[config.mk]
export PLATFORM = sky130hd
export DESIGN_NAME = fwd_engine_top
export DESIGN_NICKNAME = d
export VERILOG_FILES = /design/src/pkg/fwd_pkg.sv /design/src/pkg/fwd_arb_if.sv /design/src/rtl/fwd_rr_arb.sv /design/src/rtl/fwd_engine_top.sv
export SDC_FILE = /design/constraint.sdc
export NUM_CORES = 1
export LEC_CHECK = 0
export ABC_AREA = 1
export BUFFER_PORTS_ARGS = -buffer_cell sky130_fd_sc_hd__buf_2
export CORE_ASPECT_RATIO = 0.6
export CORE_UTILIZATION = 35
export DETAILED_ROUTE_END_ITERATION = 12
export GPL_TIMING_DRIVEN = 0
export HOLD_SLACK_MARGIN = 0.15
export SYNTH_ARGS = -nofsm -noshare
export SYNTH_HDL_FRONTEND = slang
export SYNTH_SLANG_ARGS = --single-unit
[constraint.sdc]
create_clock -name I_CLK_SYS -period 12.6 [get_ports I_CLK_SYS]
set_clock_uncertainty 0.1 [all_clocks]
set_input_delay 1.26 -clock I_CLK_SYS [delete_from_list [all_inputs] [get_ports I_CLK_SYS]]
set_output_delay 1.26 -clock I_CLK_SYS [all_outputs]
set_load 0.005 [all_outputs]
[src/pkg/fwd_pkg.sv]
// package: forwarding engine register map, field positions and enumerations
package fwd_pkg;

	// ------------------------------------------------------------
	// register offsets
	// ------------------------------------------------------------
	localparam logic [7:0] REG_MAP_ADDR = 8'h20; // forward_port_map_ctl
	localparam logic [7:0] REG_MODE_ADDR = 8'h21; // forward_mode_ctl
	localparam logic [7:0] REG_STAT_ADDR = 8'h22; // forwarding sync status

	// ------------------------------------------------------------
	// field positions
	// ------------------------------------------------------------
	localparam int DIS_LSB = 0; // port_forward_disable, one bit per receive port
	localparam int MAP_LSB = 4; // buffer to transmitter map, one bit per port
	localparam int SYNC_LSB = 2; // synchronized_mode_select, two bits per transmitter
	localparam int RR_LSB = 6; // round_robin_enable, one bit per transmitter
	localparam int STAT_SYNC_LSB = 0; // synced flag per transmitter
	localparam int STAT_LOST_LSB = 2; // sticky lost flag per transmitter

	// ------------------------------------------------------------
	// reset values
	// ------------------------------------------------------------
	localparam logic [7:0] MAP_RST = 8'h00; // all buffers to transmitter 0, none disabled
	localparam logic [7:0] MODE_RST = 8'hC0; // round robin on, synchronized off

	// ------------------------------------------------------------
	// enumerations
	// ------------------------------------------------------------
	typedef enum logic [1:0] {
		SYNC_OFF = 2'b00,
		SYNC_BASIC = 2'b01,
		SYNC_ILV = 2'b10,
		SYNC_CAT = 2'b11
	} sync_mode_e;

	typedef enum logic [1:0] {
		PK_FS = 2'b00,
		PK_FE = 2'b01,
		PK_LINE = 2'b10,
		PK_OTHER = 2'b11
	} pkt_kind_e;

	typedef enum logic [1:0] {
		ST_IDLE = 2'b00,
		ST_DATA = 2'b01,
		ST_HUNT = 2'b10
	} eng_state_e;

endpackage

[src/pkg/fwd_arb_if.sv]
// interface: request and grant between a scheduler and its round robin arbiter
`timescale 1ns/10ps
interface fwd_arb_if;
	logic [3:0] req; // ports with a whole packet waiting
	logic gnt_vld; // some port is granted
	logic [1:0] gnt_idx; // granted port
	logic take; // scheduler accepted the grant
	modport arb (input req, input take, output gnt_vld, output gnt_idx);
	modport eng (output req, output take, input gnt_vld, input gnt_idx);
endinterface

[src/rtl/fwd_rr_arb.sv]
// module: round robin arbiter over the four receive ports
`timescale 1ns/10ps
module fwd_rr_arb (
	input wire logic i_clk, // device clock
	input wire logic i_rst_n, // asynchronous reset, active low
	fwd_arb_if.arb arb_port // request and grant
);

	// ------------------------------------------------------------
	// grant search
	// ------------------------------------------------------------
	logic [1:0] last_ff; // port granted last
	logic [1:0] idx; // candidate port

	// search starts one past the last winner so every port gets a turn
	always_comb begin
		idx = 2'h0;
		arb_port.gnt_vld = 1'b0;
		arb_port.gnt_idx = 2'h0;
		for (int k = 1; k <= 4; k++) begin
			idx = 2'(last_ff + 2'(k));
			if (!arb_port.gnt_vld && arb_port.req[idx]) begin
				arb_port.gnt_vld = 1'b1;
				arb_port.gnt_idx = idx;
			end
		end
	end

	// pointer moves only when the grant is used
	always_ff @(posedge i_clk or negedge i_rst_n) begin
		if (!i_rst_n) begin
			last_ff <= 2'h3;
		end else if (arb_port.take) begin
			last_ff <= arb_port.gnt_idx;
		end
	end

endmodule // fwd_rr_arb

[src/rtl/fwd_engine_top.sv]
// module: register file and the two packet forwarding engines
`timescale 1ns/10ps
// What this block does
// [RL1] engine moves buffered packets to its transmitter
// [RL2] buffer packet availability watched every cycle
// [RL3] disabled ports forward nothing
// [RL4] each buffer mapped to exactly one transmitter
// [RL5] two engines run independently
// [RL6] best effort forwards ready packets round robin
// [RL7] best effort keeps per channel frame packets
// [RL8] best effort passes data types unchanged
// [RL9] round robin enable bit per transmitter
// [RL10] synchronized order: sync packets, lines, ports 0-3
// [RL11] sensor index equals receive port index
// [RL12] any port subset may be synchronized
// [RL13] sources arrive aligned with identical parameters
// [RL14] on sync failure discard until frame start
// [RL15] synced status and read-cleared lost flag
// [RL16] mode field selects basic, interleave, concatenate
// [RL17] host clears round robin before enabling sync
// [RL18] basic: all starts, interleaved lines, all ends
// [RL19] basic keeps each port's channel identifier
// [RL20] interleave: only first port's start/end sent
// [RL21] concatenate joins lines, lowest port's channel
// [RL22] packet read only when wholly buffered
// [RL23] sync status zero when sync mode off
// [RL24] distinct mode codes, round robin when off
module fwd_engine_top #(
	parameter int WC_W = 16 // word count width
) (
	input wire logic I_CLK_SYS, // device clock
	input wire logic I_RST_N, // asynchronous reset, active low
	input wire logic [7:0] I_REG_ADDR, // register offset
	input wire logic [7:0] I_REG_WDATA, // register write data
	input wire logic I_REG_WR, // write strobe
	input wire logic I_REG_RD, // read strobe
	output logic [7:0] O_REG_RDATA, // read data, one cycle after the strobe
	input wire logic [3:0] I_BUF_PKT_RDY, // whole head packet present
	input wire logic [3:0][1:0] I_BUF_KIND, // head packet kind
	input wire logic [3:0][1:0] I_BUF_VC, // head packet channel
	input wire logic [3:0][WC_W-1:0] I_BUF_WC, // head packet word count
	input wire logic [3:0][7:0] I_BUF_DATA, // head payload byte
	output logic [3:0] O_BUF_RD, // take one payload byte
	output logic [3:0] O_BUF_NEXT, // release the head packet
	input wire logic [1:0] I_TX_RDY, // transmitter accepts a beat
	output logic [1:0] O_TX_VLD, // beat valid
	output logic [1:0] O_TX_SOP, // header beat
	output logic [1:0] O_TX_EOP, // last beat of packet
	output logic [1:0] O_TX_HS, // high speed burst in progress
	output logic [1:0][1:0] O_TX_KIND, // packet kind
	output logic [1:0][1:0] O_TX_VC, // packet channel
	output logic [1:0][WC_W-1:0] O_TX_WC, // packet word count
	output logic [1:0][7:0] O_TX_DATA // payload byte
);

	// ------------------------------------------------------------
	// elaboration checks
	// ------------------------------------------------------------
	if (WC_W < 8 || WC_W > 16) begin : g_bad_wc
		$error("WC_W must lie between 8 and 16");
	end

	// ------------------------------------------------------------
	// helpers
	// ------------------------------------------------------------
	// lowest member of set at or above from; bit 2 flags a find
	function automatic logic [2:0] first_at(input logic [3:0] set, input logic [2:0] from);
		logic [2:0] r;
		r = 3'h0;
		for (int i = 3; i >= 0; i--) begin
			if (set[i] && (3'(i) >= from)) begin
				r = {1'b1, 2'(i)};
			end
		end
		return r;
	endfunction

	// total word count over the ports of a set
	function automatic logic [WC_W-1:0] wc_sum(input logic [3:0] set,
		input logic [3:0][WC_W-1:0] wc);
		logic [WC_W-1:0] s;
		s = '0;
		for (int i = 0; i < 4; i++) begin
			if (set[i]) begin
				s = s + wc[i];
			end
		end
		return s;
	endfunction

	// ------------------------------------------------------------
	// register file
	// ------------------------------------------------------------
	logic [7:0] map_ff; // forward_port_map_ctl
	logic [7:0] mode_ff; // forward_mode_ctl
	logic [7:0] rdata_ff; // read data
	logic [7:0] stat_w; // status word
	logic rd_stat; // status read, clears lost flags
	logic [1:0] sync_st; // synced per transmitter
	logic [1:0] lost_st; // lost per transmitter
	logic [1:0][3:0] eng_rd; // byte reads per engine
	logic [1:0][3:0] eng_pop; // releases per engine

	assign rd_stat = I_REG_RD && (I_REG_ADDR == fwd_pkg::REG_STAT_ADDR);
	assign O_REG_RDATA = rdata_ff;
	assign O_BUF_RD = eng_rd[0] | eng_rd[1];
	assign O_BUF_NEXT = eng_pop[0] | eng_pop[1];

	// control writes; status is read only
	always_ff @(posedge I_CLK_SYS or negedge I_RST_N) begin
		if (!I_RST_N) begin
			map_ff <= fwd_pkg::MAP_RST;
			mode_ff <= fwd_pkg::MODE_RST;
		end else if (I_REG_WR) begin
			if (I_REG_ADDR == fwd_pkg::REG_MAP_ADDR) begin
				map_ff <= I_REG_WDATA; // see RL3 see RL4
			end
			if (I_REG_ADDR == fwd_pkg::REG_MODE_ADDR) begin
				mode_ff <= I_REG_WDATA; // see RL9 see RL16
			end
		end
	end

	// status word assembly
	always_comb begin
		stat_w = 8'h00;
		stat_w[fwd_pkg::STAT_SYNC_LSB +: 2] = sync_st;
		stat_w[fwd_pkg::STAT_LOST_LSB +: 2] = lost_st; // see RL15
	end

	// read mux; unmapped offsets read zero
	always_ff @(posedge I_CLK_SYS or negedge I_RST_N) begin
		if (!I_RST_N) begin
			rdata_ff <= 8'h00;
		end else if (I_REG_RD) begin
			unique case (I_REG_ADDR)
				fwd_pkg::REG_MAP_ADDR: rdata_ff <= map_ff;
				fwd_pkg::REG_MODE_ADDR: rdata_ff <= mode_ff;
				fwd_pkg::REG_STAT_ADDR: rdata_ff <= stat_w;
				default: rdata_ff <= 8'h00;
			endcase
		end
	end

	// ------------------------------------------------------------
	// forwarding engines, one per transmitter
	// ------------------------------------------------------------
	for (genvar t = 0; t < 2; t++) begin : g_tx // see RL5
		fwd_arb_if arb_if ();
		fwd_pkg::sync_mode_e mode; // synchronized mode of this engine
		fwd_pkg::eng_state_e st_ff; // scheduler state
		fwd_pkg::pkt_kind_e phase_ff; // kind of the running round
		fwd_pkg::pkt_kind_e hk; // head kind of expected port
		fwd_pkg::pkt_kind_e rk; // kind of the round being taken
		logic rr_en, sync_en, cat_m, merge_m, can_out;
		logic [3:0] own, dis, sset; // ownership and active set
		logic [2:0] first3, nexp3, ncur3; // port searches
		logic all_rdy, all_fs, same_k, ok, at_start, go, lose, rr_go;
		logic start, emit, short_p, last_b, hunt_done;
		logic [1:0] sel; // port taken
		logic [3:0] pop_v, rd_v; // release and read strobes
		logic [WC_W-1:0] sum_w; // concatenated word count
		logic [1:0] cur_ff; // port being streamed
		logic [1:0] exp_ff; // next port in synchronized order
		logic [WC_W-1:0] left_ff; // bytes left of current port
		logic cat_ff; // packet is a concatenated line
		logic frame_ff; // inside a synchronized frame
		logic synced_ff, lost_ff, hs_ff;
		logic vld_ff, sop_ff, eop_ff;
		logic [1:0] kind_ff, vc_ff;
		logic [WC_W-1:0] wc_ff;
		logic [7:0] data_ff;

		fwd_rr_arb u_arb (
			.i_clk(I_CLK_SYS),
			.i_rst_n(I_RST_N),
			.arb_port(arb_if)
		);

		// mode decode; off means round robin when enabled
		assign mode = fwd_pkg::sync_mode_e'(mode_ff[fwd_pkg::SYNC_LSB + 2 * t +: 2]);
		assign rr_en = mode_ff[fwd_pkg::RR_LSB + t]; // see RL9
		assign sync_en = (mode != fwd_pkg::SYNC_OFF); // see RL24
		assign cat_m = (mode == fwd_pkg::SYNC_CAT);
		assign merge_m = (mode == fwd_pkg::SYNC_ILV) || cat_m; // one start/end per frame
		assign dis = map_ff[fwd_pkg::DIS_LSB +: 4];
		assign can_out = !vld_ff || I_TX_RDY[t];

		// ports mapped here and not disabled
		always_comb begin
			for (int p = 0; p < 4; p++) begin
				own[p] = (map_ff[fwd_pkg::MAP_LSB + p] == 1'(t)); // see RL4
			end
		end
		assign sset = own & ~dis; // see RL3 see RL12

		// round robin requests: any active port holding a whole packet
		assign arb_if.req = (!sync_en && rr_en) ? (sset & I_BUF_PKT_RDY) : 4'h0; // see RL6
		assign arb_if.take = rr_go;

		// scheduling decision, evaluated every cycle
		always_comb begin
			first3 = first_at(sset, 3'h0);
			nexp3 = first_at(sset, {1'b0, exp_ff} + 3'h1);
			ncur3 = first_at(sset, {1'b0, cur_ff} + 3'h1);
			hk = fwd_pkg::pkt_kind_e'(I_BUF_KIND[exp_ff]); // see RL11
			at_start = (exp_ff == first3[1:0]);
			rk = at_start ? hk : phase_ff;
			all_rdy = (sset != 4'h0) && ((sset & ~I_BUF_PKT_RDY) == 4'h0); // see RL2
			all_fs = 1'b1;
			same_k = 1'b1;
			for (int p = 0; p < 4; p++) begin
				if (sset[p] && (I_BUF_KIND[p] != fwd_pkg::PK_FS)) begin
					all_fs = 1'b0;
				end
				if (sset[p] && (I_BUF_KIND[p] != hk)) begin
					same_k = 1'b0;
				end
			end
			// a round opens with start, line or end; the rest must match it
			if (at_start) begin
				ok = frame_ff ? (hk == fwd_pkg::PK_LINE || hk == fwd_pkg::PK_FE)
					: (hk == fwd_pkg::PK_FS); // see RL10
			end else begin
				ok = (hk == phase_ff);
			end
			if (cat_m) begin
				ok = ok && same_k; // see RL21
			end
			go = (st_ff == fwd_pkg::ST_IDLE) && sync_en && synced_ff && can_out
				&& (cat_m ? all_rdy : I_BUF_PKT_RDY[exp_ff]); // see RL22
			lose = go && !ok; // see RL14
			rr_go = (st_ff == fwd_pkg::ST_IDLE) && !sync_en && rr_en
				&& arb_if.gnt_vld && can_out; // see RL6 see RL24
			start = (go && ok) || rr_go;
			sel = rr_go ? arb_if.gnt_idx : exp_ff;
			short_p = !I_BUF_KIND[sel][1] || (I_BUF_WC[sel] == '0);
			// merged modes send only the first port's start and end
			emit = start && !(sync_en && merge_m && short_p && !at_start); // see RL20
			sum_w = wc_sum(sset, I_BUF_WC);
			// identical line sizes let the last port's last byte end the packet
			last_b = (left_ff == WC_W'(1)) && !(cat_ff && ncur3[2]); // see RL13
			hunt_done = (st_ff == fwd_pkg::ST_HUNT) && sync_en && all_rdy && all_fs;
			pop_v = 4'h0;
			rd_v = 4'h0;
			if (start && short_p) begin
				pop_v = (sync_en && cat_m) ? sset : (4'h1 << sel); // see RL21
			end
			if ((st_ff == fwd_pkg::ST_DATA) && can_out) begin
				rd_v[cur_ff] = (left_ff != '0);
				pop_v[cur_ff] = (left_ff <= WC_W'(1));
			end
			// while hunting, drop every head that is not a frame start
			if (st_ff == fwd_pkg::ST_HUNT) begin
				for (int p = 0; p < 4; p++) begin
					if (sset[p] && I_BUF_PKT_RDY[p] && (I_BUF_KIND[p] != fwd_pkg::PK_FS)) begin
						pop_v[p] = 1'b1; // see RL14
					end
				end
			end
		end
		assign eng_rd[t] = rd_v;
		assign eng_pop[t] = pop_v;

		// scheduler state, stream pointers and synchronized order
		always_ff @(posedge I_CLK_SYS or negedge I_RST_N) begin
			if (!I_RST_N) begin
				st_ff <= fwd_pkg::ST_IDLE;
				cur_ff <= 2'h0;
				exp_ff <= 2'h0;
				left_ff <= '0;
				cat_ff <= 1'b0;
				frame_ff <= 1'b0;
				phase_ff <= fwd_pkg::PK_FS;
			end else begin
				unique case (st_ff)
					fwd_pkg::ST_IDLE: begin
						if (lose || (sync_en && !synced_ff)) begin
							st_ff <= fwd_pkg::ST_HUNT; // see RL14
						end else if (start) begin
							cur_ff <= sel;
							cat_ff <= sync_en && cat_m;
							left_ff <= I_BUF_WC[sel];
							if (!short_p) begin
								st_ff <= fwd_pkg::ST_DATA;
							end
							if (sync_en) begin
								phase_ff <= rk;
								// round done: frame start opens, frame end closes
								if (cat_m || !nexp3[2]) begin
									exp_ff <= first3[1:0]; // see RL18
									if (rk == fwd_pkg::PK_FS) begin
										frame_ff <= 1'b1;
									end
									if (rk == fwd_pkg::PK_FE) begin
										frame_ff <= 1'b0;
									end
								end else begin
									exp_ff <= nexp3[1:0]; // see RL10
								end
							end
						end
					end
					fwd_pkg::ST_DATA: begin
						if (can_out && (left_ff <= WC_W'(1))) begin
							// concatenation continues with the next port's line
							if (cat_ff && ncur3[2]) begin
								cur_ff <= ncur3[1:0]; // see RL21
								left_ff <= I_BUF_WC[ncur3[1:0]];
							end else begin
								st_ff <= fwd_pkg::ST_IDLE;
							end
						end else if (can_out) begin
							left_ff <= left_ff - WC_W'(1);
						end
					end
					fwd_pkg::ST_HUNT: begin
						if (!sync_en) begin
							st_ff <= fwd_pkg::ST_IDLE;
						end else if (hunt_done) begin
							st_ff <= fwd_pkg::ST_IDLE;
							exp_ff <= first3[1:0];
							frame_ff <= 1'b0;
							phase_ff <= fwd_pkg::PK_FS;
						end
					end
					default: st_ff <= fwd_pkg::ST_IDLE;
				endcase
			end
		end

		// synced status and sticky lost flag; a loss beats a clearing read
		always_ff @(posedge I_CLK_SYS or negedge I_RST_N) begin
			if (!I_RST_N) begin
				synced_ff <= 1'b0;
				lost_ff <= 1'b0;
			end else begin
				if (!sync_en || lose) begin
					synced_ff <= 1'b0; // see RL23
				end else if (hunt_done) begin
					synced_ff <= 1'b1;
				end
				if (lose) begin
					lost_ff <= 1'b1; // see RL15
				end else if (rd_stat) begin
					lost_ff <= 1'b0;
				end
			end
		end
		assign sync_st[t] = synced_ff && sync_en; // see RL23
		assign lost_st[t] = lost_ff;

		// output beat: header on take, one byte per beat while streaming
		always_ff @(posedge I_CLK_SYS or negedge I_RST_N) begin
			if (!I_RST_N) begin
				vld_ff <= 1'b0;
				sop_ff <= 1'b0;
				eop_ff <= 1'b0;
				kind_ff <= 2'h0;
				vc_ff <= 2'h0;
				wc_ff <= '0;
				data_ff <= 8'h00;
			end else if (can_out) begin
				vld_ff <= 1'b0;
				sop_ff <= 1'b0;
				eop_ff <= 1'b0;
				if (emit) begin
					vld_ff <= 1'b1;
					sop_ff <= 1'b1;
					eop_ff <= short_p;
					kind_ff <= I_BUF_KIND[sel]; // see RL7 see RL8
					vc_ff <= I_BUF_VC[sel]; // see RL19
					wc_ff <= (sync_en && cat_m && !short_p) ? sum_w : I_BUF_WC[sel];
					data_ff <= 8'h00;
				end else if (rd_v != 4'h0) begin
					vld_ff <= 1'b1;
					eop_ff <= last_b;
					data_ff <= I_BUF_DATA[cur_ff];
				end
			end
		end

		// high speed from the header until the last beat is taken
		always_ff @(posedge I_CLK_SYS or negedge I_RST_N) begin
			if (!I_RST_N) begin
				hs_ff <= 1'b0;
			end else begin
				hs_ff <= (st_ff == fwd_pkg::ST_DATA) || emit || (vld_ff && !I_TX_RDY[t]); // see RL1
			end
		end

		assign O_TX_VLD[t] = vld_ff;
		assign O_TX_SOP[t] = sop_ff;
		assign O_TX_EOP[t] = eop_ff;
		assign O_TX_HS[t] = hs_ff;
		assign O_TX_KIND[t] = kind_ff;
		assign O_TX_VC[t] = vc_ff;
		assign O_TX_WC[t] = wc_ff;
		assign O_TX_DATA[t] = data_ff;

	end
endmodule // fwd_engine_top

* After elaboration in Yosys (flattened, before gate mapping)
Cells that the tools add are included.
Storage, ports and cells: output and inout bits 80, bits of input ports 138, bits in registers 148
Cells by class: equality and inequality tests 61, add/sub/neg operators 18, reductions and logical operators 215, shift operators 2, bitwise gates (word level) 18, $lt $le $gt $ge 36, mux-type cells 250
Operators with widths (number):
- $mux 16 | 24
- $mux 2 | 68
- $bmux 16 s2 | 4
- $logic_and 1x1->1 | 117
- $add 16x16->16 | 6
- $mux 1 | 85
- $pmux 16 s2 | 2
- $lt 2x3->1 const B | 16
- $mux 3 | 16
- $mux 4 | 12
- $mux 8 | 6
- $and 4x4->4 | 8
- $bmux 8 s2 | 2
- $eq 16x1->1 const B | 2
- $le 16x1->1 const B | 2
- $logic_not 16->1 | 2
- $reduce_bool 16->1 | 2
- $reduce_bool 2->1 | 16
- $sub 16x1->16 const B | 2
- $reduce_and 5->1 | 6
- $logic_not 1->1 | 28
- $ne 2x2->1 const B | 14
- $bmux 2 s2 | 6
- $eq 8x6->1 const B | 3
- 33 further kinds | 151

* Depth between registers and ports, before layout
depth in word-level cells 30, depth in mapped cells 44, gate-level depth less buffers 42

* Hierarchy
A second synthesis with hierarchy kept.
Second synthesis, totals: cells, all modules 3218, area total of the unflattened synthesis 18808.0 um^2
Modules (own cells, without submodules):
- fwd_engine_top | cells each 3100, sequential area each 3606.0 um^2, area each 18084.8 um^2, instances 1
- fwd_rr_arb | cells each 59, sequential area each 52.6 um^2, area each 361.6 um^2, instances 2

* Worst setup path before layout
Ideal clock, no wire load.
kind in2reg, start point input I_BUF_WC[0] (netlist bit), end point register g_tx[1].wc_ff[15], slack 6.413 ns, required time 12.382 ns, stages on the path 38, setup time 0.118 ns, data arrival time 5.969 ns, cell sequence inv_1 -> nor2_1 -> ha_1 -> inv_1 -> fa_1 -> or2_2 -> nand3_1 -> nand2_1 -> o21ai_0 -> a21oi_1 -> xor2_1 -> o21ai_0 -> ha_1 -> nand2_1 -> nor3_1 -> a21o_1 -> nand2_1 -> o21ai_0 -> [... 2 more ...] -> nand3_1 -> nand2_1 -> ha_1 -> a21oi_1 -> o21ai_0 -> a31oi_1 -> nand2_1 -> a21oi_1 -> o21bai_1 -> and2_1 -> nor2_1 -> inv_1 -> nand2_1 -> nand2_1 -> inv_1 -> nand4_1 -> nand3_1 -> nand2_1
On the way: longest elaborated chain between the ends 9, elaborated cells on any way between the ends 19
Ends and longest elaborated chain:
- start, declared | RTL line fwd_engine_top.sv:41 | input wire logic [3:0][WC_W-1:0] I_BUF_WC,
- parallel branches: the longest is 9 deep, another holds $add 16x16->16
- end signal, assigned | RTL line fwd_engine_top.sv:373 | wc_ff <= (sync_en && cat_m && !short_p) ? sum_w : I_BUF_WC[sel];
- end, declared | RTL line fwd_engine_top.sv:171 | logic [WC_W-1:0] wc_ff;
Several ways; the timed one is not identified. The select of a mux whose other input is x is not followed. A chain may end at the register's enable or synchronous reset.

* Final worst setup path
start point register map_ff[4], end point register g_tx[1].wc_ff[15]
On the way: longest elaborated chain between the ends 27, elaborated cells on any way between the ends 69
Ends and longest elaborated chain:
- start, declared | RTL line fwd_engine_top.sv:94 | logic [7:0] map_ff;
- start signal, assigned | RTL line fwd_engine_top.sv:112 | map_ff <= fwd_pkg::MAP_RST;
- $and 4x4->4 * | RTL line fwd_engine_top.sv:195 | assign sset = own & ~dis;
- parallel branches: the longest is 26 deep, another holds $add 16x16->16
Every way passes the cells marked *. The select of a mux whose other input is x is not followed.

==> impl_metrics.json <==
{
  "p_per_area_mw_per_mm2": 172.5,
  "tritoncts": "yes",
  "postSynthAreaPerCell_um2": 6.089,
  "crit_slowest_cell": "a21boi_0",
  "final_antenna_net_count": 0,
  "hold_path.class": "reg -> reg",
  "nets": 3456,
  "synth_warnings": 0,
  "crit_path_start_kind": "register",
  "dp_cells": 3888,
  "path_common_cell": "nand2_1",
  "gr-usage-all-layers_pct": 32.80,
  "root_buffer": "clkbuf_16",
  "design_area_mm2": 0.02071,
  "fp.coreArea_mm2": 0.05101,
  "die_area_mm2": 0.05274,
  "pin_count": 218,
  "synth_top_area_share_pct": 19.60,
  "wire_per_inst_um": 22.27,
  "synth-edff-count": 0,
  "slew_headroom_pct": 22.06,
  "grt_overflow": 0,
  "status": "finished with violations",
  "ff2ff_path_depth": 43,
  "synth_seq_cells": 148,
  "final_layout_size_suffix_gt1_share_pct": 11.43,
  "numCtsBuffers": 17,
  "critPathTopFamily": "compound AO/OA/AOI/OAI gates",
  "synth-async-reset-ratio_pct": 100.0,
  "fin_setup_tns_ns": 0,
  "critPathKind": "reg -> reg",
  "wl_um": 87330,
  "clk_latency_ns": 0.48,
  "violations": "design-rule violations",
  "yosysSeqAreaShare_pct": 20.47,
  "multi_input_area_mm2": 0.01256,
  "start_util_pct": 35.54,
  "power.leakage_nw": 10.80,
  "setup.worst_path.start": "map_ff[4]",
  "cts_hold_buffers": 0,
  "power_frac_seq_pct": 22.4,
  "dp_hpwl_um": 70860,
  "irDropWorstVdd_uv": 110.5,
  "gp_congestion": 1.087,
  "num_vias": 22440,
  "final-hold-violation-count": 0,
  "synth_area_mm2": 0.01813,
  "synth_top_area_cell": "dfrtp_1",
  "swShare_pct": 53.90,
  "postCtsSetupBuffers": 0,
  "hold_depth": 2,
  "r2r_end": "g_tx[1].wc_ff[15]",
  "yosys-top-cells-area": "dfrtp_1, nand2_1, o21ai_0, ha_1, inv_1",
  "period_share_pct": 72.25,
  "yosysMostFrequentCell": "nand2_1",
  "clkPwrFrac_pct": 14.9,
  "grt_setup_unrepaired": "false",
  "maxCapViolations": 0,
  "timing.final.ws_setup_ns": 3.496,
  "syn_nets": 3219,
  "period_needed_ns": 9.104,
  "htree_levels": 4,
  "ys.flop_type": "dfrtp_1",
  "grt_pass1_wl_um": 126700,
  "synthCells": 2977,
  "r2r-start": "map_ff[4]",
  "cpPeakStageDelay_ns": 0.59,
  "clk_path_buf_depth": 2,
  "cp.arrival_ns": 9.37,
  "holdPathEnd": "g_tx[1].vc_ff[1]",
  "path_max_fanout": 10,
  "die_y_um": 178.3,
  "worst_pin_slew_ns": 1.154,
  "ys_types": 59,
  "max_freq_mhz": 109.8,
  "slew_violations": 0,
  "die_x_um": 295.8,
  "cts_resized": 0,
  "dpl_cell_area_mm2": 0.02012,
  "synthTopCellsByCount": "nand2_1, inv_1, o21ai_0",
  "finalSetupViolCount": 0,
  "combPwrFrac_pct": 62.6,
  "seq_area_mm2": 0.003711,
  "drc": 1,
  "p_sw_mw": 1.926,
  "p_int_mw": 1.647,
  "fillCellCount": 5715,
  "worst-path-buf-inv": 7,
  "viasPerCell": 5.723,
  "drt-initial-drc-count": 3258,
  "critPathCaptureType": "register",
  "dr.pass1.iters": 12,
  "place_ws_ns": 4.100,
  "clk_pin_slew_worst_paths_ns": 0.07,
  "placementRows": 64,
  "cp.required_ns": 12.86,
  "grt_pass1_vias": 19390,
  "hold_start": "g_tx[1].vc_ff[1]",
  "syn2layout_area_growth_pct": 14.23,
  "io_buffers": 217,
  "clock-sinks": 148,
  "regToRegSetupSlack_ns": 3.50,
  "grt_max_degree": 78,
  "antenna_found_initial": 3,
  "fin_cells": 3921
}
power groups by stage:
stage          Sequential (mW)  Combinational, mW  Clock, mW
2_1_floorplan            0.784               1.41          0
5_1_grt                  0.825               2.45      0.561
3_3_place_gp             0.806               2.15          0
4_1_cts                  0.798               2.16      0.544
6_report                 0.802               2.24      0.534
3_5_place_dp             0.803               2.16          0
worst max-delay path by stage:
| stage | endpoint | slack (ns) | cells past startpoint |
|---|---|---|---|
| 2_1_floorplan | g_tx[1].wc_ff[15] | 6.41 | 38 |
| 3_3_place_gp | g_tx[1].wc_ff[15] | 4.08 | 43 |
| 3_5_place_dp | g_tx[1].wc_ff[15] | 4.10 | 43 |
| 4_1_cts | g_tx[1].wc_ff[15] | 4.06 | 43 |
| 5_1_grt | g_tx[1].wc_ff[15] | 3.04 | 43 |
| 6_report | g_tx[1].wc_ff[15] | 3.50 | 43 |
sequential cells by signal, summed over array words and instances, names as in the netlist, 8 cells and up:
name / count
g_tx.left_ff: 32
g_tx.data_ff: 16
mode_ff: 8
map_ff: 8
O_REG_RDATA: 8
g_tx.wc_ff: 32
tightest hold or removal path, cell delays in order (launching register included):
cell     delay [ns]
dfrtp_1        0.34
nand2_1        0.05
nand2_1        0.04
layout by cell type (no fill, tap or decap), types with 30 or more instances in the layout:
master    count
inv_1       325
a21oi_1     209
nor2_1      250
nand3_1     201
o21ai_0     287
dfrtp_1     142
xor2_1       74
nor3_1       30
nand2_1     841
buf_2       246
clkbuf_1     63
nand4_1      87
a22oi_1      41
ha_1         98
stage by stage:
step | hold slack, ns | util [%] | power [mW]
finish | 0.3676 | 40.60 | 3.573
global route | 0.3967 | 40.60 | 3.838
CTS | 0.3729 | 40.59 | 3.504
detailed placement | 0.3554 | 39.44 | 2.959
global placement | 0.3548 | 39.37 | 2.955
floorplan | 0.3501 | - | 2.198
layer usage:
metal	GRT usage [%]	wire length (um)	vias to the layer above
met5	0	22	-
met4	10.56	2941	4
met3	13.27	13320	182
met2	41.98	31710	1470
met1	48.24	39340	10280
li1	-	-	10500
final cells by class:
class | instances | area share (%)
Antenna cell | 1 | 0.01208
Buffer | 115 | 2.773
Clock buffer | 20 | 2.254
Clock inverter | 12 | 0.5801
Inverter | 340 | 6.169
Multi-Input combinational cell | 2374 | 60.68
Sequential cell | 148 | 17.92
Tap cell | 693 | 4.187
Timing Repair Buffer | 218 | 5.426
cell families (layout without fill, tap and decap cells):
group                    count (synthesis)  in the layout  share of synthesized area (%)
adder cells (fa/ha/maj)                104            104                          7.427
AO/OA/AOI/OAI                          689            689                          21.69
buffers and inverters                  455            705                          10.22
multiplexers                            12             12                         0.6833
flip-flops                             148            148                          20.47
other                                    0              1                              0
XOR/XNOR                                98             98                          4.852
AND/OR/NAND/NOR                       1471           1471                          34.66
Power figures use the tool's default switching activity.
